<file path="src/timer_one_defines.svh">
// Register offsets, field positions, reset values and timing counts for the timer block
// Functional notes
// - Control bits 5 to 4 hold the input prescale select field that divides the selected input clock.
// - Prescale select 11 advances the counter once per eight input ticks.
// - Prescale select 10 advances the counter once per four input ticks.
// - Prescale select 01 advances the counter once per two input ticks.
// - Prescale select 00 advances the counter on every input tick.
// - The control register is eight bits, zero after reset; bits 7 to 2 and bit 0 are read/write, and bit 1 is not stored and reads zero.
// - The 16-bit counter rolls from all ones to zero and sets the rollover flag on the same edge.
`ifndef TIMER_ONE_DEFINES_SVH
`define TIMER_ONE_DEFINES_SVH

// ----------------------------------------
// Register offsets
// ----------------------------------------
`define TMR_CTRL_ADDR   2'h0
`define TMR_CNT_LO_ADDR 2'h1
`define TMR_CNT_HI_ADDR 2'h2
`define TMR_STAT_ADDR   2'h3

// ----------------------------------------
// Control and status field positions
// ----------------------------------------
`define TMR_CS_HI   7
`define TMR_CS_LO   6
`define TMR_PS_HI   5
`define TMR_PS_LO   4
`define TMR_SOSC    3
`define TMR_SYNC    2
`define TMR_UNUSED  1
`define TMR_ON      0
`define TMR_ST_FLAG 0
`define TMR_ST_TGL  1

// ----------------------------------------
// Reset values and counts
// ----------------------------------------
`define TMR_CTRL_RST  8'h00
`define TMR_CTRL_WMASK 8'hfd
`define TMR_CNT_RST   16'h0000
`define TMR_CNT_MAX   16'hffff
`define TMR_INSTR_DIV 2'h3

`endif

</file>
<file path="src/timer_one_pkg.sv">
// Types shared by the timer block
package timer_one_pkg;

  // ----------------------------------------
  // Clock source encodings
  // ----------------------------------------
  typedef enum logic [1:0] {
    SRC_INSTR  = 2'h0,
    SRC_SYSTEM = 2'h1,
    SRC_PIN    = 2'h2,
    SRC_LOWOSC = 2'h3
  } clk_src_t;

  // ----------------------------------------
  // Register port request
  // ----------------------------------------
  typedef struct packed {
    logic [1:0] addr;
    logic [7:0] wdata;
    logic       wr;
    logic       rd;
  } reg_req_t;

  // ----------------------------------------
  // Whole state of the block
  // ----------------------------------------
  typedef struct packed {
    logic [7:0]  ctrl;
    logic [15:0] cnt;
    logic [2:0]  pre;
    logic        flag;
    logic        toggle;
    logic [1:0]  div4;
    logic [2:0]  pin_sync;
    logic [2:0]  osc_sync;
    logic [2:0]  gate_sync;
    logic        pin_lvl;
    logic        osc_lvl;
    logic        gate_lvl;
    logic [7:0]  rdata;
  } state_t;

endpackage

</file>
<file path="src/timer_one.sv">
// Timer block with control register, prescaler and 16-bit rollover counter
//
// Implementation choices: strobed register access and the register addresses.
`timescale 1ns/10ps
`include "timer_one_defines.svh"

module timer_one
  import timer_one_pkg::*;
(
  input  wire logic        clk,
  input  wire logic        rst_n,
  input  wire reg_req_t    req,
  input  wire logic        clk_pin,
  input  wire logic        low_osc,
  input  wire logic        gate_in,
  output logic [7:0]       rd_data,
  output logic             rollover_flag,
  output logic [15:0]      timer_count,
  output logic             gate_toggle
);

  // ----------------------------------------
  // Helpers
  // ----------------------------------------

  // Terminal prescale count for a select code
  function automatic logic [2:0] pre_last(input logic [1:0] sel);
    unique case (sel)
      2'h0: pre_last = 3'h0;
      2'h1: pre_last = 3'h1;
      2'h2: pre_last = 3'h3;
      2'h3: pre_last = 3'h7;
    endcase
  endfunction

  // Agreed level of a three-stage synchroniser, older stages only
  function automatic logic sync_level(input logic [2:0] s, input logic old);
    sync_level = (s[1] == s[2]) ? s[2] : old;
  endfunction

  state_t     st_q;
  state_t     st_d;
  logic       run;
  logic       pin_new;
  logic       osc_new;
  logic       gate_new;
  logic       tick;
  logic       adv;
  logic [1:0] ps_sel;
  logic       wr_cnt;
  clk_src_t   src;

  // ----------------------------------------
  // Decode of control fields
  // ----------------------------------------

  // Run enable and field views
  assign run     = st_q.ctrl[`TMR_ON];
  assign ps_sel  = st_q.ctrl[`TMR_PS_HI:`TMR_PS_LO];
  assign src     = clk_src_t'(st_q.ctrl[`TMR_CS_HI:`TMR_CS_LO]);
  assign wr_cnt  = req.wr && (req.addr == `TMR_CNT_LO_ADDR || req.addr == `TMR_CNT_HI_ADDR);
  assign pin_new  = sync_level(st_q.pin_sync, st_q.pin_lvl);
  assign osc_new  = sync_level(st_q.osc_sync, st_q.osc_lvl);
  assign gate_new = sync_level(st_q.gate_sync, st_q.gate_lvl);

  // Input tick from the selected source; pins count on a rising agreed level
  always_comb begin
    unique case (src)
      SRC_INSTR:  tick = (st_q.div4 == `TMR_INSTR_DIV);
      SRC_SYSTEM: tick = 1'b1;
      SRC_PIN:    tick = pin_new && !st_q.pin_lvl;
      SRC_LOWOSC: tick = osc_new && !st_q.osc_lvl;
    endcase
  end

  // prescale terminal count
  // Counter step when the prescaler reaches its last count; a count left above
  // the terminal value by a select change steps at once, so no ticks are swallowed
  // by a wrap through seven
  assign adv = run && tick && (st_q.pre >= pre_last(ps_sel));

  // ----------------------------------------
  // Next state
  // ----------------------------------------
  always_comb begin
    st_d = st_q;

    // Synchronisers; stage 0 feeds only stage 1
    st_d.pin_sync  = {st_q.pin_sync[1:0], clk_pin};
    st_d.osc_sync  = {st_q.osc_sync[1:0], low_osc};
    st_d.gate_sync = {st_q.gate_sync[1:0], gate_in};
    st_d.pin_lvl   = pin_new;
    st_d.osc_lvl   = osc_new;
    st_d.gate_lvl  = gate_new;

    // Free-running instruction clock divider
    st_d.div4 = st_q.div4 + 2'h1;

    // stop holds the prescaler and gate toggle clear
    if (!run) begin
      st_d.pre    = 3'h0;
      st_d.toggle = 1'b0;
    end else begin
      if (tick) begin
        st_d.pre = (st_q.pre >= pre_last(ps_sel)) ? 3'h0 : st_q.pre + 3'h1;
      end
      if (gate_new && !st_q.gate_lvl) begin
        st_d.toggle = !st_q.toggle;
      end
    end

    // count up and wrap at all ones
    if (adv) begin
      st_d.cnt = st_q.cnt + 16'h0001;
    end

    // Software clears the flag by writing zero; a same-cycle set wins
    if (req.wr && req.addr == `TMR_STAT_ADDR && !req.wdata[`TMR_ST_FLAG]) begin
      st_d.flag = 1'b0;
    end
    if (adv && st_q.cnt == `TMR_CNT_MAX) begin
      st_d.flag = 1'b1;
    end

    // control write; bit 1 is not stored
    if (req.wr && req.addr == `TMR_CTRL_ADDR) begin
      st_d.ctrl = req.wdata & `TMR_CTRL_WMASK;
    end

    // A counter byte write takes precedence over a same-cycle step in that byte only; the other byte keeps the step
    if (req.wr && req.addr == `TMR_CNT_LO_ADDR) begin
      st_d.cnt[7:0] = req.wdata;
    end
    if (req.wr && req.addr == `TMR_CNT_HI_ADDR) begin
      st_d.cnt[15:8] = req.wdata;
    end

    // Read data stands only in the cycle after the strobe
    st_d.rdata = 8'h00;
    if (req.rd) begin
      unique case (req.addr)
        `TMR_CTRL_ADDR:   st_d.rdata = st_q.ctrl;
        `TMR_CNT_LO_ADDR: st_d.rdata = st_q.cnt[7:0];
        `TMR_CNT_HI_ADDR: st_d.rdata = st_q.cnt[15:8];
        `TMR_STAT_ADDR:   st_d.rdata = {6'h00, st_q.toggle, st_q.flag};
      endcase
    end
  end

  // ----------------------------------------
  // State register
  // ----------------------------------------

  always_ff @(posedge clk or negedge rst_n) begin
    if (!rst_n) begin
      st_q <= '0;
      st_q.ctrl <= `TMR_CTRL_RST;
      st_q.cnt  <= `TMR_CNT_RST;
    end else begin
      st_q <= st_d;
    end
  end

  // Outputs straight from the state flops
  assign rd_data       = st_q.rdata;
  assign rollover_flag = st_q.flag;
  assign timer_count   = st_q.cnt;
  assign gate_toggle   = st_q.toggle;

  // ----------------------------------------
  // Assertions
  // ----------------------------------------

  // Control write lands in the prescale field one cycle later
  a_prescale_field_write: assert property (@(posedge clk) disable iff (!rst_n)
    (req.wr && req.addr == `TMR_CTRL_ADDR) |=> (ps_sel == $past(req.wdata[5:4])))
    else $error("prescale field not written");

  // Divide by eight: no second step within seven cycles while the select holds
  a_div_eight_step: assert property (@(posedge clk) disable iff (!rst_n)
    (adv && ps_sel == 2'h3) |=> (!adv || ps_sel != 2'h3)[*7])
    else $error("divide by eight stepped early");

  // Divide by four: no second step within three cycles while the select holds
  a_div_four_step: assert property (@(posedge clk) disable iff (!rst_n)
    (adv && ps_sel == 2'h2) |=> (!adv || ps_sel != 2'h2)[*3])
    else $error("divide by four stepped early");

  // Divide by two: two system ticks in a row give exactly one step
  a_div_two_step: assert property (@(posedge clk) disable iff (!rst_n)
    (run && ps_sel == 2'h1 && src == SRC_SYSTEM && st_q.pre <= 3'h1)[*2] |->
    (adv != $past(adv)))
    else $error("divide by two miscounted");

  // Divide by two: never two steps back to back
  a_div_two_gap: assert property (@(posedge clk) disable iff (!rst_n)
    (adv && ps_sel == 2'h1) |=> (!adv || ps_sel != 2'h1))
    else $error("divide by two stepped twice");

  // Undivided: each tick while running steps the counter
  a_div_one_step: assert property (@(posedge clk) disable iff (!rst_n)
    (run && tick && ps_sel == 2'h0) |-> adv)
    else $error("undivided tick lost");

  // Unimplemented control bit always reads zero
  a_ctrl_bit_one: assert property (@(posedge clk) disable iff (!rst_n)
    (req.rd && req.addr == `TMR_CTRL_ADDR) |=> (rd_data == $past(st_q.ctrl) && !rd_data[1]))
    else $error("control readback wrong");

  // Stopped timer holds its count and clears the toggle
  a_stop_holds_count: assert property (@(posedge clk) disable iff (!rst_n)
    (!run && !wr_cnt) |=> ($stable(st_q.cnt) && !st_q.toggle && st_q.pre == 3'h0))
    else $error("stopped timer moved");

  // Wrap from all ones gives zero and the flag
  a_rollover_flag_set: assert property (@(posedge clk) disable iff (!rst_n)
    (adv && st_q.cnt == 16'hffff && !wr_cnt) |=> (st_q.cnt == 16'h0000 && rollover_flag))
    else $error("rollover not flagged");

  // Instruction clock source steps at most once per four cycles
  a_instr_src_rate: assert property (@(posedge clk) disable iff (!rst_n)
    (adv && src == SRC_INSTR) |=> (!adv || src != SRC_INSTR)[*3])
    else $error("instruction source stepped early");

  // Pin source counts one rising level once only
  a_pin_tick_once: assert property (@(posedge clk) disable iff (!rst_n)
    (adv && src == SRC_PIN) |=> (!adv || src != SRC_PIN))
    else $error("pin level counted twice");

  // Read data stands only after a read strobe
  a_read_data_idle: assert property (@(posedge clk) disable iff (!rst_n)
    !req.rd |=> (rd_data == 8'h00))
    else $error("read data without strobe");

  // Status read returns toggle and flag
  a_status_read: assert property (@(posedge clk) disable iff (!rst_n)
    (req.rd && req.addr == `TMR_STAT_ADDR) |=> (rd_data == {6'h00, $past(gate_toggle), $past(rollover_flag)}))
    else $error("status readback wrong");

  // Control write stores every implemented bit
  a_ctrl_write_all: assert property (@(posedge clk) disable iff (!rst_n)
    (req.wr && req.addr == `TMR_CTRL_ADDR) |=> (st_q.ctrl == ($past(req.wdata) & `TMR_CTRL_WMASK)))
    else $error("control write lost");

  // Control holds without a write
  a_ctrl_hold: assert property (@(posedge clk) disable iff (!rst_n)
    !(req.wr && req.addr == `TMR_CTRL_ADDR) |=> $stable(st_q.ctrl))
    else $error("control changed without write");

  // Unimplemented bit is never stored
  a_unused_bit_zero: assert property (@(posedge clk) disable iff (!rst_n)
    !st_q.ctrl[`TMR_UNUSED])
    else $error("unimplemented bit stored");

  // Writing zero clears the flag unless a wrap sets it
  a_flag_clear_write: assert property (@(posedge clk) disable iff (!rst_n)
    (req.wr && req.addr == `TMR_STAT_ADDR && !req.wdata[`TMR_ST_FLAG] && !(adv && st_q.cnt == `TMR_CNT_MAX))
    |=> !rollover_flag)
    else $error("flag not cleared");

  // Flag is sticky until software clears it
  a_flag_sticky: assert property (@(posedge clk) disable iff (!rst_n)
    (rollover_flag && !(req.wr && req.addr == `TMR_STAT_ADDR && !req.wdata[`TMR_ST_FLAG])) |=> rollover_flag)
    else $error("flag dropped by itself");

  // A step adds exactly one, wrapping at all ones
  a_count_step_one: assert property (@(posedge clk) disable iff (!rst_n)
    (adv && !wr_cnt) |=> (timer_count == $past(timer_count) + 16'h0001))
    else $error("counter step wrong");

  // No step and no write keeps the count
  a_count_holds_idle: assert property (@(posedge clk) disable iff (!rst_n)
    (!adv && !wr_cnt) |=> $stable(timer_count))
    else $error("counter moved without step");

  // Low byte write lands over a step
  a_cnt_lo_write: assert property (@(posedge clk) disable iff (!rst_n)
    (req.wr && req.addr == `TMR_CNT_LO_ADDR) |=> (timer_count[7:0] == $past(req.wdata)))
    else $error("low byte write lost");

  // High byte write lands over a step
  a_cnt_hi_write: assert property (@(posedge clk) disable iff (!rst_n)
    (req.wr && req.addr == `TMR_CNT_HI_ADDR) |=> (timer_count[15:8] == $past(req.wdata)))
    else $error("high byte write lost");

  // Agreed gate rise flips the toggle while running
  a_toggle_flip: assert property (@(posedge clk) disable iff (!rst_n)
    (run && gate_new && !st_q.gate_lvl) |=> (gate_toggle != $past(gate_toggle)))
    else $error("gate toggle missed");

  // Main scenarios
  c_rollover: cover property (@(posedge clk) disable iff (!rst_n)
    adv && st_q.cnt == 16'hffff);
  c_div_eight: cover property (@(posedge clk) disable iff (!rst_n)
    adv && ps_sel == 2'h3);
  c_pin_source: cover property (@(posedge clk) disable iff (!rst_n)
    adv && src == SRC_PIN);
  c_toggle: cover property (@(posedge clk) disable iff (!rst_n)
    run && $rose(st_q.toggle));
  c_flag_clear: cover property (@(posedge clk) disable iff (!rst_n)
    rollover_flag ##1 !rollover_flag);

endmodule

</file>
<file path="config.mk">
export PLATFORM = sky130hd
export DESIGN_NAME = timer_one
export DESIGN_NICKNAME = d
export VERILOG_FILES = /design/src/timer_one_pkg.sv /design/src/timer_one.sv
export VERILOG_INCLUDE_DIRS = /design/src
export SDC_FILE = /design/constraint.sdc
export NUM_CORES = 1
export LEC_CHECK = 0
export ABC_CLOCK_PERIOD_IN_PS = 6800
export CAP_MARGIN = 15
export CORE_MARGIN = 4
export CORE_UTILIZATION = 45
export DETAILED_ROUTE_END_ITERATION = 8
export DONT_BUFFER_PORTS = 1
export MAX_ROUTING_LAYER = met4
export PLACE_DENSITY = 0.66
export SETUP_SLACK_MARGIN = 0.4
export SLEW_MARGIN = 20
export SYNTH_ARGS = -nofsm -noshare
export SYNTH_HDL_FRONTEND = slang
export SYNTH_SLANG_ARGS = --single-unit
</file>
<file path="constraint.sdc">
create_clock -name clk -period 6.8 [get_ports clk]
set_input_delay 1.7 -clock clk [delete_from_list [all_inputs] [get_ports clk]]
set_output_delay 1.7 -clock clk [all_outputs]
set_load 0.03 [all_outputs]
</file>
==> metrics.md <==
| Metric | Value |
|---|---|
| WHS | `0.355 ns` |
| Slew Viols, Final | `0` |
| EDFF count, synth | `0` |
| H-tree depth | `2` |
| Tmin final | `2.70 ns` |
| Arr. time, crit path | `1.00 ns` |
| Initial core utilization | `0.462` |
| Worst-path clk slew | `0.10 ns` |
| Final net count | `257` |
| Final worst-path cycle share | `0.397` |
| First-pass GRT wire length | `9.56 mm` |
| ANT cells | `0` |
| RD Place Congestion | `0.908` |
| DRT Wirelength | `5.78 mm` |
| Overall power | `0.825 mW` |
| Clock Path Buffers | `2` |
| Slew headroom | `0.487` |
| Critical Path Stages | `0` |
| Final setup vio count | `0` |
| Maximum vdd drop | `0.125 mV` |
| Most frequent cell after synthesis | `dfrtp_1` |
| Mapped Area | `2720 um2` |
| WS Path Type | `reg -> out` |
| CTS Buf Count | `5` |
| Leak Pwr | `1.05 nW` |
| Setup TNS | `0 ns` |
| Achievable Freq | `371 MHz` |
| Core area | `5890 um2` |
| Post-CTS Hold Buffers | `0` |
| Synth Flop Type | `dfrtp_1` |
| DRT antenna net count | `0` |
| Post-Layout Cell Count | `310` |
| Post-synth top cells | `50 x dfrtp_1, 34 x nand2_1, 24 x buf_4` |
| CP startpoint kind | `register` |
| RSZ-0062 raised after global routing | `false` |
| Vias | `1792` |
| Number of clock sinks | `50` |
| Leading area contributor after synthesis | `dfrtp_1` |
| Skew-Pair Late Insertion Delay | `0.31 ns` |
| Top Ports | `43` |
| Post-DP HPWL | `4.22 mm` |
| Fill cells | `548` |
| Vias per inst | `5.78` |
| CP Max Fanout | `7` |
| Hold depth | `0` |
| Dpl cells | `302` |
| Syn Inst Count | `262` |
| Initial antenna violation count | `0` |
| Syn-to-layout area delta | `-1.20%` |
| Cell area power density | `307 nW/um2` |
| Cell row count | `28` |
| Yosys reg bits | `50` |
| Final setup skew | `0.0100 ns` |
| Worst Tran Pin Value | `0.765 ns` |
| Port bufs | `0` |
| R2R depth | `7` |
| Chip height | `85.7 um` |
| Final hold vios | `0` |
| Die footprint | `7350 um2` |
| WL per Instance | `18.7 um` |
| Number of global-route vias before repair | `1756` |
| Setup crit end kind | `primary output` |
| Status | `complete, no violations` |
| Synth Area per Inst | `10.4 um2` |
| Share of layout cells above drive strength 1 | `0.115` |
| Post-synthesis cell type count | `45` |
| Max-capacitance violation count | `0` |
| Chip width | `85.7 um` |
| Root buf cell | `clkbuf_8` |
| DRC | `0` |
| Post-synth top area share | `0.460` |
| GRT Util Overall | `0.172` |
| Worst hold path type | `reg -> reg` |
| Synthesis Warnings | `0` |
| Drt first pass iters | `4` |
| Syn nets | `285` |
| Largest net degree at the start of global routing | `51` |
| Worst EP required | `5.10 ns` |
| TritonCTS clock tree | `done` |
| Largest cells by area after synthesis | `dfrtp_1 46%, buf_4 6.6%, nand2_1 4.7%` |
| Initial DRC Count | `132` |
| Post-CTS Setup Bufs | `0` |
| Cts repair resizes | `0` |
| Sequential element share of the synthesized area | `0.460` |
| Async set-or-reset flop fraction in the synthesized netlist | `1.00` |
| Congestion Overflow GR | `0` |
[power breakdown]
part | total, mW | internal, mW | switching [mW]
sequential | 0.463 | 0.339 | 0.124
clock | 0.217 | 0.110 | 0.106
combinational | 0.144 | 0.0639 | 0.0806
[flip-flops by register name (all words and copies together), names as in the netlist]
name,cells
ps_sel,2
rollover_flag,1
run,1
rd_data,8
timer_count,16
src,2
gate_toggle,1
st_q,13
st_d,6
[final cells by class]
class	instances	area (um2)	area share
Inverter	3	11.3	0.00419
Sequential cell	50	1250	0.466
Tap cell	75	93.8	0.0349
Clock buffer	5	68.8	0.0256
Clock inverter	3	43.8	0.0163
Multi-Input combinational cell	174	1220	0.453
[final timing paths]
| check | from | endpoint | slack (ns) |
|---|---|---|---|
| worst max-delay path | timer_count[7] | timer_count[7] | 4.10 |
| worst min-delay path | st_d[15] | st_d[16] | 0.35 |
| worst max register to register | ps_sel[1] | timer_count[9] | 4.17 |
| worst min register to register | st_d[15] | st_d[16] | 0.35 |
| max in group asynchronous | rst_n | st_q[25] | 5.64 |
| min in group asynchronous | rst_n | timer_count[10] | 1.07 |
[routing by layer]
layer	up-vias	share of wire	GRT usage
met2	51	0.51	0.287
met4	0	0.011	0.0532
met1	895	0.41	0.203
li1	840	-	-
met3	6	0.066	0.0471
met5	-	0	-
[placed cells by master (no fill, tap or decap), types with 2 or more instances in the layout]
| cell type | count |
|---|---|
| and4_1 | 3 |
| mux2_2 | 8 |
| xnor2_1 | 9 |
| a31oi_1 | 3 |
| or4_1 | 3 |
| or3_1 | 4 |
| o21ai_1 | 3 |
| a211oi_1 | 5 |
| a21boi_0 | 4 |
| or2_2 | 3 |
| nand2b_1 | 2 |
| o21ai_0 | 20 |
| inv_1 | 3 |
| nor2b_1 | 2 |
| mux2i_1 | 7 |
| a2111oi_4 | 3 |
| a21oi_1 | 2 |
| maj3_1 | 3 |
| nor2_1 | 8 |
| o211ai_1 | 3 |
| nand2_1 | 34 |
| nand4_1 | 4 |
| nand3_1 | 11 |
| ha_1 | 6 |
| clkbuf_8 | 5 |
| dfrtp_1 | 50 |
| and2_1 | 9 |
| o31ai_1 | 2 |
[logic make-up after synthesis]
group | Yosys count | share of synthesized area
multiplexers | 16 | 0.0672
XOR/XNOR | 10 | 0.0322
buffers and inverters | 38 | 0.0920
adder cells (fa/ha/maj) | 9 | 0.0386
AO/OA/AOI/OAI | 50 | 0.141
flip-flops | 50 | 0.460
AND/OR/NAND/NOR | 89 | 0.169
[stage by stage]
| stage | instance area [um2] | setup WS [ns] | utilization |
|---|---|---|---|
| 2_1_floorplan | 2720 | 4.06 | - |
| 3_3_place_gp | 2570 | 4.11 | 0.438 |
| 3_5_place_dp | 2570 | 4.10 | 0.438 |
| 4_1_cts | 2690 | 4.10 | 0.457 |
| 5_1_grt | 2690 | 4.09 | 0.457 |
| 6_report | 2690 | 4.10 | 0.457 |
Power figures use the tool's default switching activity.
